## src/shared/ssp_pkg.sv

```systemverilog
// ssp_pkg: register map, field layout and timing constants of the serial port
// assumes a 32-bit classic Wishbone bus with one aligned word per register
package ssp_pkg;
   // ==================================================
   // bus and register map
   localparam int WB_DW = 32;
   localparam int ADR_LSB = 2;
   // register index, byte address is four times the index
   localparam logic [5:0] IDX_STATUS = 6'h28;
   localparam logic [5:0] IDX_DATA = 6'h29;
   localparam logic [5:0] IDX_CONTROL = 6'h2a;

   // ==================================================
   // status bit positions
   localparam int STS_SEF = 7;
   localparam int STS_WRITE_COLLISION_FLAG = 6;
   localparam int STS_SLAVE_OVERFLOW_FLAG = 5;

   // ==================================================
   // control layout, msb first
   typedef struct packed {
      logic mode;
      logic see;
      logic bit_order_select;
      logic role_select;
      logic cpol;
      logic cpha;
      logic [1:0] rate;
   } ssp_ctrl_t;
   localparam ssp_ctrl_t CONTROL_RST = 8'h04;
   localparam logic [7:0] DATA_RST = 8'h00;

   // ==================================================
   // rate codes and serial half periods in system clocks
   localparam logic [1:0] RATE_DIV4 = 2'h0;
   localparam logic [1:0] RATE_DIV8 = 2'h1;
   localparam logic [1:0] RATE_DIV16 = 2'h2;
   localparam logic [1:0] RATE_DIV64 = 2'h3;
   localparam logic [5:0] HALF_DIV4 = 6'h02;
   localparam logic [5:0] HALF_DIV8 = 6'h04;
   localparam logic [5:0] HALF_DIV16 = 6'h08;
   localparam logic [5:0] HALF_DIV64 = 6'h20;
   localparam logic [2:0] BIT_LAST = 3'h7;

   // ==================================================
   // pin vector through the synchroniser
   localparam int PIN_SCLK = 0;
   localparam int PIN_MOSI = 1;
   localparam int PIN_MISO = 2;
   localparam int PIN_SS = 3;
   localparam logic [3:0] PINS_RST = 4'h8;
endpackage

```

## src/shared/ssp_link_if.sv

```systemverilog
// ssp_link_if: signals between the port core, its divider and its synchroniser
// assumes all three parties share one clock
`timescale 1ns/100ps
`default_nettype none
interface ssp_link_if;
   logic [1:0] rate;
   logic run;
   logic tick;
   logic [3:0] raw;
   logic [3:0] synced;
   modport core (output rate, output run, output raw, input tick, input synced);
   modport clkgen (input rate, input run, output tick);
   modport sync (input raw, output synced);
endinterface
`default_nettype wire

```

## src/ssp_top.sv

```systemverilog
// ssp_top: synchronous serial port, master or slave, with Wishbone registers
// assumes a classic Wishbone master on clk_i and pins that the bench resolves
`timescale 1ns/100ps
`default_nettype none
// Functional notes
// master clock toggles only during a byte
// eight bits out and in per transfer
// bit order: 0 msb first, 1 lsb first
// data write while busy ignored, sets collision
// slave byte while done flag set: overflow
// overflow reads zero in master role
// slave to master switch clears overflow
// done flag set after last bit
// flags clear: status read, then data access
// collision and overflow raise no request
// software keeps mode-fault bit at one
// disable takes effect after current transfer
// software picks role before enabling
// polarity sets idle clock level
// master rate: divide by 4/8/16/64
// slave uses external clock, ignores rate
// external master keeps rate in range
// master starts transfer on data write
// software waits for done before next write
// software writes whole control byte
// software sets shared port latches high
// request pulse when done flag rises
// shift on one edge, sample on other
// deselected slave ignores clock and data
// shift register ends holding received byte
// data read gives received, write loads
module ssp_top #(
   parameter int ADR_W = 8
) (
   // clock and reset
   input wire logic clk_i,
   input wire logic rst_i,
   // wishbone slave
   input wire logic wb_cyc_i,
   input wire logic wb_stb_i,
   input wire logic wb_we_i,
   input wire logic [ADR_W-1:0] wb_adr_i,
   input wire logic [3:0] wb_sel_i,
   input wire logic [ssp_pkg::WB_DW-1:0] wb_dat_i,
   output logic [ssp_pkg::WB_DW-1:0] wb_dat_o,
   output logic wb_ack_o,
   // serial clock pin
   input wire logic sclk_i,
   output logic sclk_o,
   output logic sclk_oe_o,
   // master-out data pin
   input wire logic mosi_i,
   output logic mosi_o,
   output logic mosi_oe_o,
   // master-in data pin
   input wire logic miso_i,
   output logic miso_o,
   output logic miso_oe_o,
   // slave select, active low
   input wire logic ss_n_i,
   // transfer done request
   output logic serial_done_irq_o
);
   import ssp_pkg::*;

   if (ADR_W < 8) begin : g_chk
      $error("ssp_top: ADR_W must be at least 8");
   end

   // ==================================================
   // state
   typedef enum logic [1:0] {
      PH_IDLE,
      PH_MASTER,
      PH_SLAVE
   } ssp_phase_t;

   typedef struct packed {
      ssp_phase_t phase;
      ssp_ctrl_t ctrl;
      logic [7:0] sr;
      logic rxb;
      logic dout;
      logic sclk;
      logic m_lead;
      logic m_trail;
      logic setup;
      logic [2:0] bitcnt;
      logic transfer_done_flag;
      logic write_collision_flag;
      logic slave_overflow_flag;
      logic [2:0] armed;
      logic sclk_d;
      logic irq;
      logic ack;
      logic [7:0] rdat;
   } ssp_state_t;

   ssp_state_t s;
   ssp_state_t next_s;

   // ==================================================
   // helpers
   function automatic logic [7:0] shift_in(input logic [7:0] v, input logic b, input logic lsb);
      shift_in = lsb ? {b, v[7:1]} : {v[6:0], b};
   endfunction

   function automatic logic out_bit(input logic [7:0] v, input logic lsb);
      out_bit = lsb ? v[0] : v[7];
   endfunction

   // ==================================================
   // divider and pin synchroniser
   ssp_link_if link();

   ssp_clkgen #(
      .CNT_W(6)
   ) u_clkgen (
      .clk_i(clk_i),
      .rst_i(rst_i),
      .link(link.clkgen)
   );

   ssp_sync #(
      .W(4),
      .RST_VAL(PINS_RST)
   ) u_sync (
      .clk_i(clk_i),
      .rst_i(rst_i),
      .link(link.sync)
   );

   logic p_sclk;
   logic p_mosi;
   logic p_miso;
   logic p_ss_n;

   assign link.raw = {ss_n_i, miso_i, mosi_i, sclk_i};
   assign p_sclk = link.synced[PIN_SCLK];
   assign p_mosi = link.synced[PIN_MOSI];
   assign p_miso = link.synced[PIN_MISO];
   assign p_ss_n = link.synced[PIN_SS];
   assign link.rate = s.ctrl.rate;
   assign link.run = (s.phase == PH_MASTER);

   // ==================================================
   // next state
   logic req;
   logic [ADR_W-3:0] word;
   logic hit_sts;
   logic hit_data;
   logic hit_ctrl;
   logic wr_lane;
   logic busy_wr;
   logic lead;
   logic trail;
   logic sel;
   logic in_bit;
   logic set_sef;
   logic set_write_collision_flag;
   logic set_slave_overflow_flag;
   logic clr;
   logic clr_role;
   logic [7:0] sts;
   logic [7:0] wdat;
   logic [7:0] shifted;
   ssp_ctrl_t new_ctrl;

   always_comb begin
      next_s = s;
      next_s.irq = 1'b0;
      set_sef = 1'b0;
      set_write_collision_flag = 1'b0;
      set_slave_overflow_flag = 1'b0;
      clr = 1'b0;
      clr_role = 1'b0;
      lead = 1'b0;
      trail = 1'b0;
      shifted = s.sr;
      wdat = wb_dat_i[7:0];
      new_ctrl = wb_dat_i[7:0];

      // idle levels follow the control register
      if (s.phase == PH_IDLE) begin
         next_s.sclk = s.ctrl.cpol;
         next_s.dout = out_bit(s.sr, s.ctrl.bit_order_select);
      end

      // ---------------- bus slave
      req = wb_cyc_i & wb_stb_i & ~s.ack;
      word = wb_adr_i[ADR_W-1:ADR_LSB];
      hit_sts = req & (word == (ADR_W-2)'(IDX_STATUS));
      hit_data = req & (word == (ADR_W-2)'(IDX_DATA));
      hit_ctrl = req & (word == (ADR_W-2)'(IDX_CONTROL));
      wr_lane = wb_we_i & wb_sel_i[0];
      sts = 8'h00;
      sts[STS_SEF] = s.transfer_done_flag;
      sts[STS_WRITE_COLLISION_FLAG] = s.write_collision_flag;
      sts[STS_SLAVE_OVERFLOW_FLAG] = s.slave_overflow_flag & ~s.ctrl.role_select;
      busy_wr = (s.phase != PH_IDLE) |
         (~s.ctrl.role_select & ~s.ctrl.cpha & s.ctrl.see & ~p_ss_n);
      next_s.ack = req;
      if (req) begin
         next_s.rdat = 8'h00;
      end
      if (hit_sts & ~wb_we_i) begin
         next_s.rdat = sts;
         next_s.armed = {sts[STS_SEF], sts[STS_WRITE_COLLISION_FLAG], sts[STS_SLAVE_OVERFLOW_FLAG]};
      end
      if (hit_ctrl) begin
         if (wb_we_i) begin
            if (wr_lane) begin
               next_s.ctrl = new_ctrl;
               if (~s.ctrl.role_select & new_ctrl.role_select) begin
                  clr_role = 1'b1;
               end
            end
         end else begin
            next_s.rdat = s.ctrl;
         end
      end
      if (hit_data) begin
         clr = 1'b1;
         if (wb_we_i) begin
            if (wr_lane) begin
               if (busy_wr) begin
                  set_write_collision_flag = 1'b1;
               end else begin
                  next_s.sr = wdat;
                  next_s.dout = out_bit(wdat, s.ctrl.bit_order_select);
                  if (s.ctrl.see & s.ctrl.role_select) begin
                     next_s.phase = PH_MASTER;
                     next_s.setup = 1'b0;
                     next_s.bitcnt = 3'h0;
                     next_s.sclk = s.ctrl.cpol;
                  end
               end
            end
         end else begin
            next_s.rdat = s.sr;
         end
      end

      // ---------------- master clock edges
      // core acts one cycle after the pin edge, so miso has crossed its synchroniser even at divide by 4
      next_s.m_lead = 1'b0;
      next_s.m_trail = 1'b0;
      if (s.phase == PH_MASTER) begin
         lead = s.m_lead;
         trail = s.m_trail;
      end
      if (s.phase == PH_MASTER && link.tick) begin
         if (!s.setup) begin
            next_s.setup = 1'b1;
         end else begin
            next_s.m_lead = (s.sclk == s.ctrl.cpol);
            next_s.m_trail = (s.sclk != s.ctrl.cpol);
            next_s.sclk = ~s.sclk;
         end
      end

      // ---------------- slave clock edges
      next_s.sclk_d = p_sclk;
      sel = ~s.ctrl.role_select & ~p_ss_n & (s.phase != PH_MASTER) &
         (s.ctrl.see | (s.phase == PH_SLAVE));
      if (s.phase == PH_SLAVE && p_ss_n) begin
         next_s.phase = PH_IDLE;
      end else if (sel && p_sclk != s.sclk_d) begin
         lead = (p_sclk != s.ctrl.cpol);
         trail = ~lead;
         if (s.phase == PH_IDLE) begin
            if (lead) begin
               next_s.phase = PH_SLAVE;
               next_s.bitcnt = 3'h0;
            end else begin
               trail = 1'b0;
            end
         end
      end

      // ---------------- shift core
      in_bit = (s.phase == PH_MASTER) ? p_miso : p_mosi;
      if (lead) begin
         if (s.ctrl.cpha) begin
            next_s.dout = out_bit(s.sr, s.ctrl.bit_order_select);
         end else begin
            next_s.rxb = in_bit;
         end
      end
      if (trail) begin
         shifted = shift_in(s.sr, s.ctrl.cpha ? in_bit : s.rxb, s.ctrl.bit_order_select);
         next_s.sr = shifted;
         if (!s.ctrl.cpha) begin
            next_s.dout = out_bit(shifted, s.ctrl.bit_order_select);
         end
         next_s.bitcnt = 3'(s.bitcnt + 1'b1);
         if (s.bitcnt == BIT_LAST) begin
            next_s.phase = PH_IDLE;
            set_sef = 1'b1;
            if (s.phase == PH_SLAVE && s.transfer_done_flag) begin
               set_slave_overflow_flag = 1'b1;
            end
         end
      end

      // ---------------- flags, set wins over clear
      next_s.transfer_done_flag = set_sef | (s.transfer_done_flag & ~(clr & s.armed[2]));
      next_s.write_collision_flag = set_write_collision_flag | (s.write_collision_flag & ~(clr & s.armed[1]));
      next_s.slave_overflow_flag = set_slave_overflow_flag | (s.slave_overflow_flag & ~(clr & s.armed[0]) & ~clr_role);
      if (clr) begin
         next_s.armed = 3'h0;
      end
      next_s.irq = set_sef & ~s.transfer_done_flag;
   end

   // ==================================================
   // registers
   always_ff @(posedge clk_i) begin
      if (rst_i) begin
         s <= '0;
         s.phase <= PH_IDLE;
         s.ctrl <= CONTROL_RST;
         s.sr <= DATA_RST;
      end else begin
         s <= next_s;
      end
   end

   // ==================================================
   // outputs
   logic active;

   assign active = s.ctrl.see | (s.phase != PH_IDLE);
   assign wb_ack_o = s.ack;
   assign wb_dat_o = {24'h00_0000, s.rdat};
   assign sclk_o = s.sclk;
   assign sclk_oe_o = active & s.ctrl.role_select;
   assign mosi_o = s.dout;
   assign mosi_oe_o = active & s.ctrl.role_select;
   assign miso_o = s.dout;
   assign miso_oe_o = active & ~s.ctrl.role_select;
   assign serial_done_irq_o = s.irq;
endmodule
`default_nettype wire

```

## src/ssp_clkgen.sv

```systemverilog
// ssp_clkgen: half-period tick generator for the master serial clock
// assumes run stays high for the whole transfer
`timescale 1ns/100ps
`default_nettype none
module ssp_clkgen #(
   parameter int CNT_W = 6
) (
   // clock and reset
   input wire logic clk_i,
   input wire logic rst_i,
   // core side
   ssp_link_if.clkgen link
);
   import ssp_pkg::*;

   if (CNT_W < 6) begin : g_chk
      $error("ssp_clkgen: CNT_W must be at least 6");
   end

   typedef struct packed {
      logic [CNT_W-1:0] cnt;
      logic tick;
   } ssp_div_t;

   ssp_div_t s;
   ssp_div_t next_s;
   logic [CNT_W-1:0] half;

   always_comb begin
      unique case (link.rate)
         RATE_DIV4: half = CNT_W'(HALF_DIV4);
         RATE_DIV8: half = CNT_W'(HALF_DIV8);
         RATE_DIV16: half = CNT_W'(HALF_DIV16);
         RATE_DIV64: half = CNT_W'(HALF_DIV64);
      endcase
      next_s = s;
      next_s.tick = 1'b0;
      if (!link.run) begin
         next_s.cnt = '0;
      end else if (s.cnt == CNT_W'(half - 1'b1)) begin
         next_s.cnt = '0;
         next_s.tick = 1'b1;
      end else begin
         next_s.cnt = CNT_W'(s.cnt + 1'b1);
      end
   end

   always_ff @(posedge clk_i) begin
      if (rst_i) begin
         s <= '0;
      end else begin
         s <= next_s;
      end
   end

   assign link.tick = s.tick;
endmodule
`default_nettype wire

```

## src/ssp_sync.sv

```systemverilog
// ssp_sync: two-stage synchroniser for the serial pins
// assumes pins are asynchronous to clk_i
`timescale 1ns/100ps
`default_nettype none
module ssp_sync #(
   parameter int W = 4,
   parameter logic [3:0] RST_VAL = 4'h0
) (
   // clock and reset
   input wire logic clk_i,
   input wire logic rst_i,
   // core side
   ssp_link_if.sync link
);
   if (W < 1 || W > 4) begin : g_chk
      $error("ssp_sync: W must be 1 to 4");
   end

   typedef struct packed {
      logic [W-1:0] meta;
      logic [W-1:0] stable;
   } ssp_sync_t;

   ssp_sync_t s;
   ssp_sync_t next_s;

   always_comb begin
      next_s.meta = link.raw[W-1:0];
      next_s.stable = s.meta;
   end

   always_ff @(posedge clk_i) begin
      if (rst_i) begin
         s <= {RST_VAL[W-1:0], RST_VAL[W-1:0]};
      end else begin
         s <= next_s;
      end
   end

   assign link.synced = 4'(s.stable);
endmodule
`default_nettype wire

```

## config.mk

```make
export PLATFORM = sky130hd
export DESIGN_NAME = ssp_top
export DESIGN_NICKNAME = d
export VERILOG_FILES = /design/src/shared/ssp_pkg.sv /design/src/shared/ssp_link_if.sv /design/src/ssp_top.sv /design/src/ssp_clkgen.sv /design/src/ssp_sync.sv
export SDC_FILE = /design/constraint.sdc
export NUM_CORES = 1
export LEC_CHECK = 0
export BUFFER_PORTS_ARGS = -buffer_cell sky130_fd_sc_hd__buf_4
export CAP_MARGIN = 20
export CORE_UTILIZATION = 45
export CTS_CLUSTER_DIAMETER = 60
export DETAILED_ROUTE_END_ITERATION = 10
export PLACE_DENSITY = 0.78
export RECOVER_POWER = 25
export SKIP_LAST_GASP = 1
export SYNTH_ARGS = -nofsm -noshare
export SYNTH_HDL_FRONTEND = slang
export SYNTH_HIERARCHICAL = 1
export SYNTH_SLANG_ARGS = --single-unit
```

## constraint.sdc

```tcl
create_clock -name clk_i -period 4.1 [get_ports clk_i]
set_clock_uncertainty 0.2 [all_clocks]
set_input_delay 0.205 -clock clk_i [delete_from_list [all_inputs] [get_ports clk_i]]
set_output_delay 0.205 -clock clk_i [all_outputs]
set_load 0.05 [all_outputs]
```

### Word-level counts from Yosys, hierarchy flattened

Index checks and enable logic that the tools add are counted.

* bits in registers: 59
* bits of input ports: 53

* add/subtract/negate cells: 3
* eq/ne operators: 16
* muxes and demuxes: 75
* bitwise gates (word level): 47
* reduce and logical (&&, ||, !) cells: 17

Operators with widths (count)
* $mux 8: 12
* $mux 1: 34
* $mux 2: 16
* $and 1x1->1: 26
* $mux 4: 6
* $pmux 6 s4: 1
* $eq 6x6->1 const B: 3
* $mux 3: 6
* $not 1->1: 15
* $reduce_bool 2->1: 4
* $add 6x1->6 const B: 1
* $eq 2x2->1 const B: 3
* $eq 6x6->1: 1
* $or 1x1->1: 6
* $reduce_or 3->1: 2
* $sub 6x1->6 const B: 1
* $eq 2x1->1 const B: 2
* $logic_and 1x1->1: 4
* $logic_not 2->1: 2
* $ne 2x1->1 const B: 2
* $reduce_and 4->1: 1
* $reduce_or 2->1: 2
* $add 3x1->3 const B: 1
* $eq 3x3->1 const B: 1
* 4 further kinds: 6

### Longest topological paths before layout

Gate-level depths: netlist (run 1).

* depth in word-level cells: 15
* depth in mapped cells: 8
* gate-level depth less buffers: 6

### Cells and area by module

Netlist (run 1), hierarchy kept.

Modules (own cells, without submodules)
* ssp_top: instances 1, cells each 265, area an instance 2379.8 sq um
* ssp_clkgen: instances 1, cells each 31, area an instance 316.6 sq um
* ssp_sync: instances 1, cells each 16, area an instance 210.2 sq um

### Worst setup path before layout (run 1)

No wires, ideal clock.

* kind: register -> register
* from: reg s (netlist bit wb_ack_o)
* to: reg s[18] in the netlist's numbering
* arrival time: 1.780 ns
* data required time: 3.783 ns
* setup slack: 2.002 ns
* cell stages (with the launch flop): 9
* path buffers: 2
* path through: dfxtp_1 > nand3b_1 > and4bb_1 > buf_4 > nand4_2 > buf_6 > nor2_2 > o21ai_1 > a32o_1

* cells in the longest elaborated chain, start to end: 9

RTL lines
* start: declaration: RTL line ssp_top.sv:99 `ssp_state_t s;`
* start signal: assignment: RTL line ssp_top.sv:325 `s <= next_s;`
* $not 1->1 *: RTL line ssp_top.sv:190 `req = wb_cyc_i & wb_stb_i & ~s.ack;`
* $and 1x1->1 *: RTL line ssp_top.sv:190
* $and 1x1->1 *: RTL line ssp_top.sv:193 `hit_data = req & (word == (ADR_W-2)'(IDX_DATA));`
* $mux 4 *: RTL line ssp_top.sv:222 `if (hit_data) begin`
* $mux 3: RTL line ssp_top.sv:272 `if (lead) begin`
* $mux 3: RTL line ssp_top.sv:271 `if (s.phase == PH_IDLE) begin`
* $mux 3: RTL line ssp_top.sv:268 `end else if (sel && p_sclk != s.sclk_d) begin`
* $mux 3 *: RTL line ssp_top.sv:266 `if (s.phase == PH_SLAVE && p_ss_n) begin`
* $mux 3 *: RTL line ssp_top.sv:290 `if (trail) begin`

Every way passes the cells marked *; elsewhere a longest branch is shown, timed or not.
A chain may end at the register's enable or synchronous reset.

### Worst setup path after layout (run 1)

* from: reg s (netlist bit wb_ack_o)
* to: reg s (netlist bit miso_o)

* cells in the longest elaborated chain, start to end: 8

RTL lines
* $not 1->1 *: RTL line ssp_top.sv:190
* $and 1x1->1 *: RTL line ssp_top.sv:190
* $and 1x1->1 *: RTL line ssp_top.sv:193
* $mux 2 *: RTL line ssp_top.sv:222
* $mux 1: RTL line ssp_top.sv:284 `if (s.ctrl.cpha) begin`
* $mux 1 *: RTL line ssp_top.sv:283 `if (lead) begin`
* $mux 1: RTL line ssp_top.sv:293 `if (!s.ctrl.cpha) begin`
* $mux 1 *: RTL line ssp_top.sv:290

Marks and branches as above.

==> impl_metrics.env, run 1 <==
export IMPL_start_util_pct=48.0
export IMPL_grt_pass1_wl_um=9470
export IMPL_place_inst=401
export IMPL_worst_pin_slew_ns=2.15
export IMPL_pwr_share_comb_pct=8.1
export IMPL_ys_flop_type="dfxtp_1"
export IMPL_status="finished with violations"
export IMPL_hp_class="in2reg"
export IMPL_path_class="reg2reg"
export IMPL_drt_wl_total_um=6030
export IMPL_drtPass1Iterations=5
export IMPL_synth_top_family_by_area="simple AND/OR/NAND/NOR gates"
export IMPL_cpLargestDelayFamily="simple AND/OR/NAND/NOR gates"
export IMPL_final_antenna_net_count=0
export IMPL_hold_ws_ns=0.0129
export IMPL_fin_crit_sh_pct=67.5
export IMPL_htreeDepth=3
export IMPL_synth_edf_count=0
export IMPL_drive_gt1_share_pct=15.4
export IMPL_synthXorXnorAreaFrac_pct=1.81
export IMPL_crit_buf_inv=0
export IMPL_dp_hpwl_um=4310
export IMPL_seq_area_frac_synth_pct=40.6
export IMPL_yosys_area_share_adder_pct=1.29
export IMPL_violations="max-capacitance violations, max-slew violations"
export IMPL_power_density_nw_per_um2=369
export IMPL_die_w_um=82.4
export IMPL_die_area_um2=6780
export IMPL_first_iter_violations=116
export IMPL_postSynthAreaPerCell_um2=9.32
export IMPL_num_io_pins=93
export IMPL_grtUsageTotal_pct=19.1
export IMPL_yosysWarnings=6
export IMPL_remaining_drc_errors=0
export IMPL_p_leak_nw=1.34
export IMPL_fin_crit_ns=2.77
export IMPL_drv_cap=1
export IMPL_cts_buffers=9
export IMPL_synth_area_um2=2910
export IMPL_slew_headroom_pct=-43.1
export IMPL_filler_cell_count=550
export IMPL_core_area_um2=6060
export IMPL_clockRootBuffer="clkbuf_8"
export IMPL_max_stage_delay_ns=0.55
export IMPL_nNetsFinal=407
export IMPL_syn_instance_count=312
export IMPL_area_delta_synth_final_pct=16.1
export IMPL_ys_ff_latch=59
export IMPL_cp_required_ns=4.03
export IMPL_vias_per_cell=5.32
export IMPL_crit_path_end_kind="register"
export IMPL_antenna_cells=0
export IMPL_grt_overflow=0
export IMPL_fp_row_count=28
export IMPL_cts_buffer_depth=2
export IMPL_cp_slowest_cell="and4bb_1"
export IMPL_worstPathCellList="nand3b_1 -> and4bb_1 -> nand4_2 -> mux2i_1 -> a211oi_1 -> nor4_2"
export IMPL_p_seq_share_pct=46.6
export IMPL_antenna_found_initial=0
export IMPL_start_kind="register"
export IMPL_grt_max_degree=54
export IMPL_vias=2292
export IMPL_first_global_vias=2060
export IMPL_peakVddDrop_mv=0.241
export IMPL_clk_insertion_delay_late_ns=0.34
export IMPL_maxSlewViolCount=54
export IMPL_fp_dieH_um=82.4
export IMPL_setup_violations_final=0
export IMPL_postCtsResizedCells=0
export IMPL_grt_setup_unrepaired="false"
export IMPL_switching_share_pct=23.9
export IMPL_fin_cells=431
export IMPL_muxShareOfSynthArea_pct=9.08
export IMPL_clkSinkCount=59
export IMPL_finalSetupTns_ns=0
export IMPL_gp_congestion=0.860
export IMPL_postSynth_asyncResetShare_pct=0
export IMPL_synth_cell_types=48
export IMPL_fmax_mhz=362
export IMPL_hold_viol_final=0
export IMPL_cp_max_fo=11
export IMPL_p_sw_w=0.000297
export IMPL_yosys_area_share_simple_pct=21.1
export IMPL_worstPathArrival_ns=2.70
export IMPL_synth_compound_area_share_pct=13.9
export IMPL_clkPwrFrac_pct=45.3
export IMPL_tritoncts="built"
export IMPL_wl_per_cell_um=14.0
export IMPL_io_buffers=39
export IMPL_p_int_w=0.000947
export IMPL_clkTransAtPathRegs_ns=0.07
[cell usage in the layout, fill, tap and decap left out, types with 4 or more instances in the layout]
cell,netlist,final
a21oi_1,13,13
xor2_1,4,4
a222oi_1,5,5
nor2_1,25,25
nor3b_1,4,4
clkbuf_8,0,9
clkbuf_1,8,11
dfxtp_1,59,59
nand2b_1,4,4
buf_4,35,32
nor3_1,13,13
nand2_1,11,11
dlygate4sd3_1,0,14
a211oi_1,20,20
nand3_1,9,9
nor2b_1,23,23
inv_1,4,4
mux2i_1,23,23
conb_1,1,24
[final timing paths]
| check | depth (start not counted) | slack (ns) | start | endpoint |
|---|---|---|---|---|
| max | 6 | 1.33 | wb_ack_o | miso_o |
| min | 3 | 0.01 | wb_we_i | s[15] |
| max reg2reg | 6 | 1.33 | wb_ack_o | miso_o |
| min reg2reg | 1 | 0.20 | u_sync/next_s[3] | u_sync/link.synced[3] |
[state kept, by name, summed over array words and instances, names as in the netlist]
signal and flops:
u_clkgen/link.tick 1, u_clkgen/s 6, u_sync/link.synced 4, sclk_o 1, s 30, wb_ack_o 1, serial_done_irq_o 1, link.rate 2
miso_o 1, u_sync/next_s 4, wb_dat_o 8
[per-layer routing]
layer	wire length [um]	part of all wire (%)	global-route usage, %
met1	2670	44	23.3
met2	2850	47	31.4
met3	404	6.7	5.49
met4	106	1.8	8.07
met5	0	0	0
[metrics by stage]
step | utilization [%] | setup WS [ns] | cell area [um2] | power [W]
floorplan | - | 2.00 | 2990 | 0.000676
finish | 55.7 | 1.33 | 3380 | 0.00124
CTS | 56.3 | 1.38 | 3410 | 0.00126
global route | 55.7 | 1.14 | 3380 | 0.00129
global placement | 50.5 | 1.44 | 3060 | 0.000683
detailed placement | 50.5 | 1.41 | 3060 | 0.000683
[timing repair]
item | CTS | global route
endpoints found under the hold margin | 14 | 0
setup buffers | 0 | 0
setup endpoints to repair | 0 | 0
hold buffers | 14 | 0
[worst register-to-register path, cell delays in order, from the launching register on]
cell and delay (ns):
dfxtp_1 0.31, nand3b_1 0.36, and4bb_1 0.55, nand4_2 0.46, mux2i_1 0.26, a211oi_1 0.34, nor4_2 0.09
[cells in the mapped netlist (all sizes together) (2+ instances only)]
library cell,n,area [um2]
a22oi,3,22.5
nand3,9,45.0
xor2,4,35.0
dfxtp,59,1180
mux2i,23,230
xnor2,2,17.5
and2,2,12.5
nand2b,4,25.0
nor2b,23,144
inv,4,15.0
ha,3,37.5
a222oi,5,50.1
o31a,2,17.5
nor3,13,65.1
nor2,26,100
a211oi,20,150
and4bb,2,25.0
mux2,3,33.8
a32o,2,20.0
buf,41,299
o21ai,3,15.0
clkbuf,9,35.0
or2,3,18.8
nand2,11,41.3
nand3b,2,15.0
nor4,3,31.3
nor3b,4,30.0
a21oi,13,65.1
[power groups by stage]
stage	sequential (W)	combinational, W	clock, W
global placement	0.000592	0.0000909	0
finish	0.000579	0.000101	0.000564
floorplan	0.000593	0.0000828	0
global route	0.000579	0.000108	0.000599
CTS	0.000579	0.000102	0.000575
detailed placement	0.000592	0.0000913	0
[kinds of logic after synthesis]
| group | Yosys count |
|---|---|
| AND/OR/NAND/NOR | 107 |
| flip-flops | 59 |
| AO/OA/AOI/OAI | 56 |
| buffers and inverters | 54 |
| multiplexers | 26 |
| XOR/XNOR | 6 |
| adder cells (fa/ha/maj) | 3 |
| other | 1 |
[layout make-up]
type,count,area [um2],share of cell area (%)
inverters,4,15.0,0.445
well taps,75,93.8,2.78
clock inverters,5,77.6,2.30
multi-input cells,222,1460,43.3
repair buffers,55,414,12.3
clock buffers,11,131,3.89
flip-flops and latches,59,1180,35.0
(Power assumes the default switching activity.)
==> run 2: changes to the inputs <==
==> constraint.sdc (replaced) <==
create_clock -name clk_i -period 2.7 [get_ports clk_i]
set_clock_uncertainty 0.2 [all_clocks]
set_input_delay 0.135 -clock clk_i [delete_from_list [all_inputs] [get_ports clk_i]]
set_output_delay 0.135 -clock clk_i [all_outputs]
set_load 0.05 [all_outputs]
==> impl_metrics.env, run 2 (synthesized netlist as in run 1, its figures left out) <==
export IMPL_status="finished, final reports clean"
export IMPL_final_antenna_net_count=0
export IMPL_hp_class="in2reg"
export IMPL_final_common_cell="dfxtp_1"
export IMPL_peakVddDrop_mv=0.502
export IMPL_worstPathCellList="nand3b_1 -> clkbuf_1 -> nand2b_1 -> nor3_1 -> dlygate4sd3_1 -> nand2_1 -> a21oi_1"
export IMPL_start_util_pct=48.0
export IMPL_worstPathArrival_ns=2.38
export IMPL_drtPass1Iterations=4
export IMPL_grtUsageTotal_pct=19.5
export IMPL_grt_setup_unrepaired="false"
export IMPL_crit_path_end_kind="register"
export IMPL_path_class="reg2reg"
export IMPL_rrSetupSlack_ns=0.38
export IMPL_maxSlewViolCount=0
export IMPL_postCtsResizedCells=0
export IMPL_p_sw_w=0.000430
export IMPL_pwr_share_comb_pct=8.5
export IMPL_drv_cap=0
export IMPL_final_cell_mix="59 x dfxtp_1, 31 x buf_4, 25 x nor2_1"
export IMPL_die_w_um=82.4
export IMPL_cts_buffer_depth=2
export IMPL_p_leak_nw=1.36
export IMPL_setup_violations_final=0
export IMPL_clkTransAtPathRegs_ns=0.06
export IMPL_cp_max_fo=10
export IMPL_drive_gt1_share_pct=15.8
export IMPL_fp_row_count=28
export IMPL_area_delta_synth_final_pct=17.1
export IMPL_top_register="s"
export IMPL_vias_per_cell=5.31
export IMPL_power_density_nw_per_um2=536
export IMPL_hold_ws_ns=0.0397
export IMPL_cp_required_ns=2.76
export IMPL_vias=2309
export IMPL_num_io_pins=93
export IMPL_cts_setup_buffers=0
export IMPL_slew_headroom_pct=60.0
export IMPL_start_kind="register"
export IMPL_core_area_um2=6060
export IMPL_p_seq_share_pct=48.3
export IMPL_clockRootBuffer="clkbuf_8"
export IMPL_tritoncts="built"
export IMPL_nNetsFinal=412
export IMPL_die_area_um2=6780
export IMPL_drt_wl_total_um=6010
export IMPL_wl_per_cell_um=13.8
export IMPL_hold_viol_final=0
export IMPL_fin_crit_ns=2.32
export IMPL_fmax_mhz=431
export IMPL_cpLargestDelayFamily="buffers and inverters"
export IMPL_holdBufCountCts=16
export IMPL_gp_congestion=0.837
export IMPL_cp_slowest_cell="dlygate4sd3_1"
export IMPL_dp_hpwl_um=4240
export IMPL_clkSinkCount=59
export IMPL_crit_buf_inv=2
export IMPL_total_power_w=0.00182
export IMPL_largest_reg_flops=30
export IMPL_fp_dieH_um=82.4
export IMPL_clkPwrFrac_pct=43.2
export IMPL_first_iter_violations=142
export IMPL_antenna_found_initial=0
export IMPL_grt_overflow=0
export IMPL_antenna_cells=0
export IMPL_htreeDepth=3
export IMPL_finalSetupTns_ns=0
export IMPL_switching_share_pct=23.6
export IMPL_clk_insertion_delay_late_ns=0.33
export IMPL_grt_max_degree=54
export IMPL_first_global_vias=2138
export IMPL_cts_buffers=9
export IMPL_grt_pass1_wl_um=9740
export IMPL_filler_cell_count=561
export IMPL_p_int_w=0.00139
export IMPL_io_buffers=39
export IMPL_remaining_drc_errors=0
export IMPL_fin_crit_sh_pct=86.0
export IMPL_max_stage_delay_ns=0.62
export IMPL_worst_pin_slew_ns=0.603
## run 2: final timing paths
kind                            depth (start not counted)             start               endpoint
worst max-delay path                                    7          wb_ack_o            wb_dat_o[5]
worst min-delay path                                    4           wb_we_i            wb_dat_o[7]
worst max register to register                          7          wb_ack_o            wb_dat_o[5]
worst min register to register                          1  u_sync/next_s[3]  u_sync/link.synced[3]
## run 2: power by group through the flow
stage / clock (W) / sequential [W] / combinational [W]
after global placement: 0 / 0.000899 / 0.000140
final: 0.000788 / 0.000880 / 0.000155
after floorplan: 0 / 0.000901 / 0.000126
after detailed placement: 0 / 0.000899 / 0.000141
after CTS: 0.000807 / 0.000880 / 0.000156
after global routing: 0.000854 / 0.000880 / 0.000165
## run 2: cell type report
type / instances / area (um2) / area share, %
repair buffers: 60 / 457 / 13.4
multi-input cells: 222 / 1460 / 43.0
clock inverters: 2 / 35.0 / 1.03
inverters: 4 / 15.0 / 0.441
flip-flops and latches: 59 / 1180 / 34.7
well taps: 75 / 93.8 / 2.76
clock buffers: 13 / 159 / 4.67
## run 2: worst register-to-register path, delay by kind of cell, from the launching register on
kind,cells,cell delay (ns)
AND/OR/NAND/NOR,4,0.78
AO/OA/AOI/OAI,1,0.14
flip-flops,1,0.31
buffers and inverters,2,0.83
## run 2: per-layer routing
metal / up-vias / global-route usage [%] / share of wire, %
li1: 1148 / - / -
met1: 1078 / 24.4 / 46
met2: 79 / 31.3 / 46
met3: 4 / 6.48 / 6.5
met4: 0 / 6.67 / 0.88
met5: - / 0 / 0
## run 2: stage by stage
stage | worst slack (ns) | utilization, % | cell area [um2] | cells
2_1_floorplan | 0.602 | - | 2990 | 335
3_3_place_gp | 0.568 | 50.9 | 3080 | 404
3_5_place_dp | 0.449 | 50.9 | 3080 | 404
4_1_cts | 0.428 | 56.7 | 3440 | 435
5_1_grt | 0.210 | 56.2 | 3400 | 435
6_report | 0.377 | 56.2 | 3400 | 435
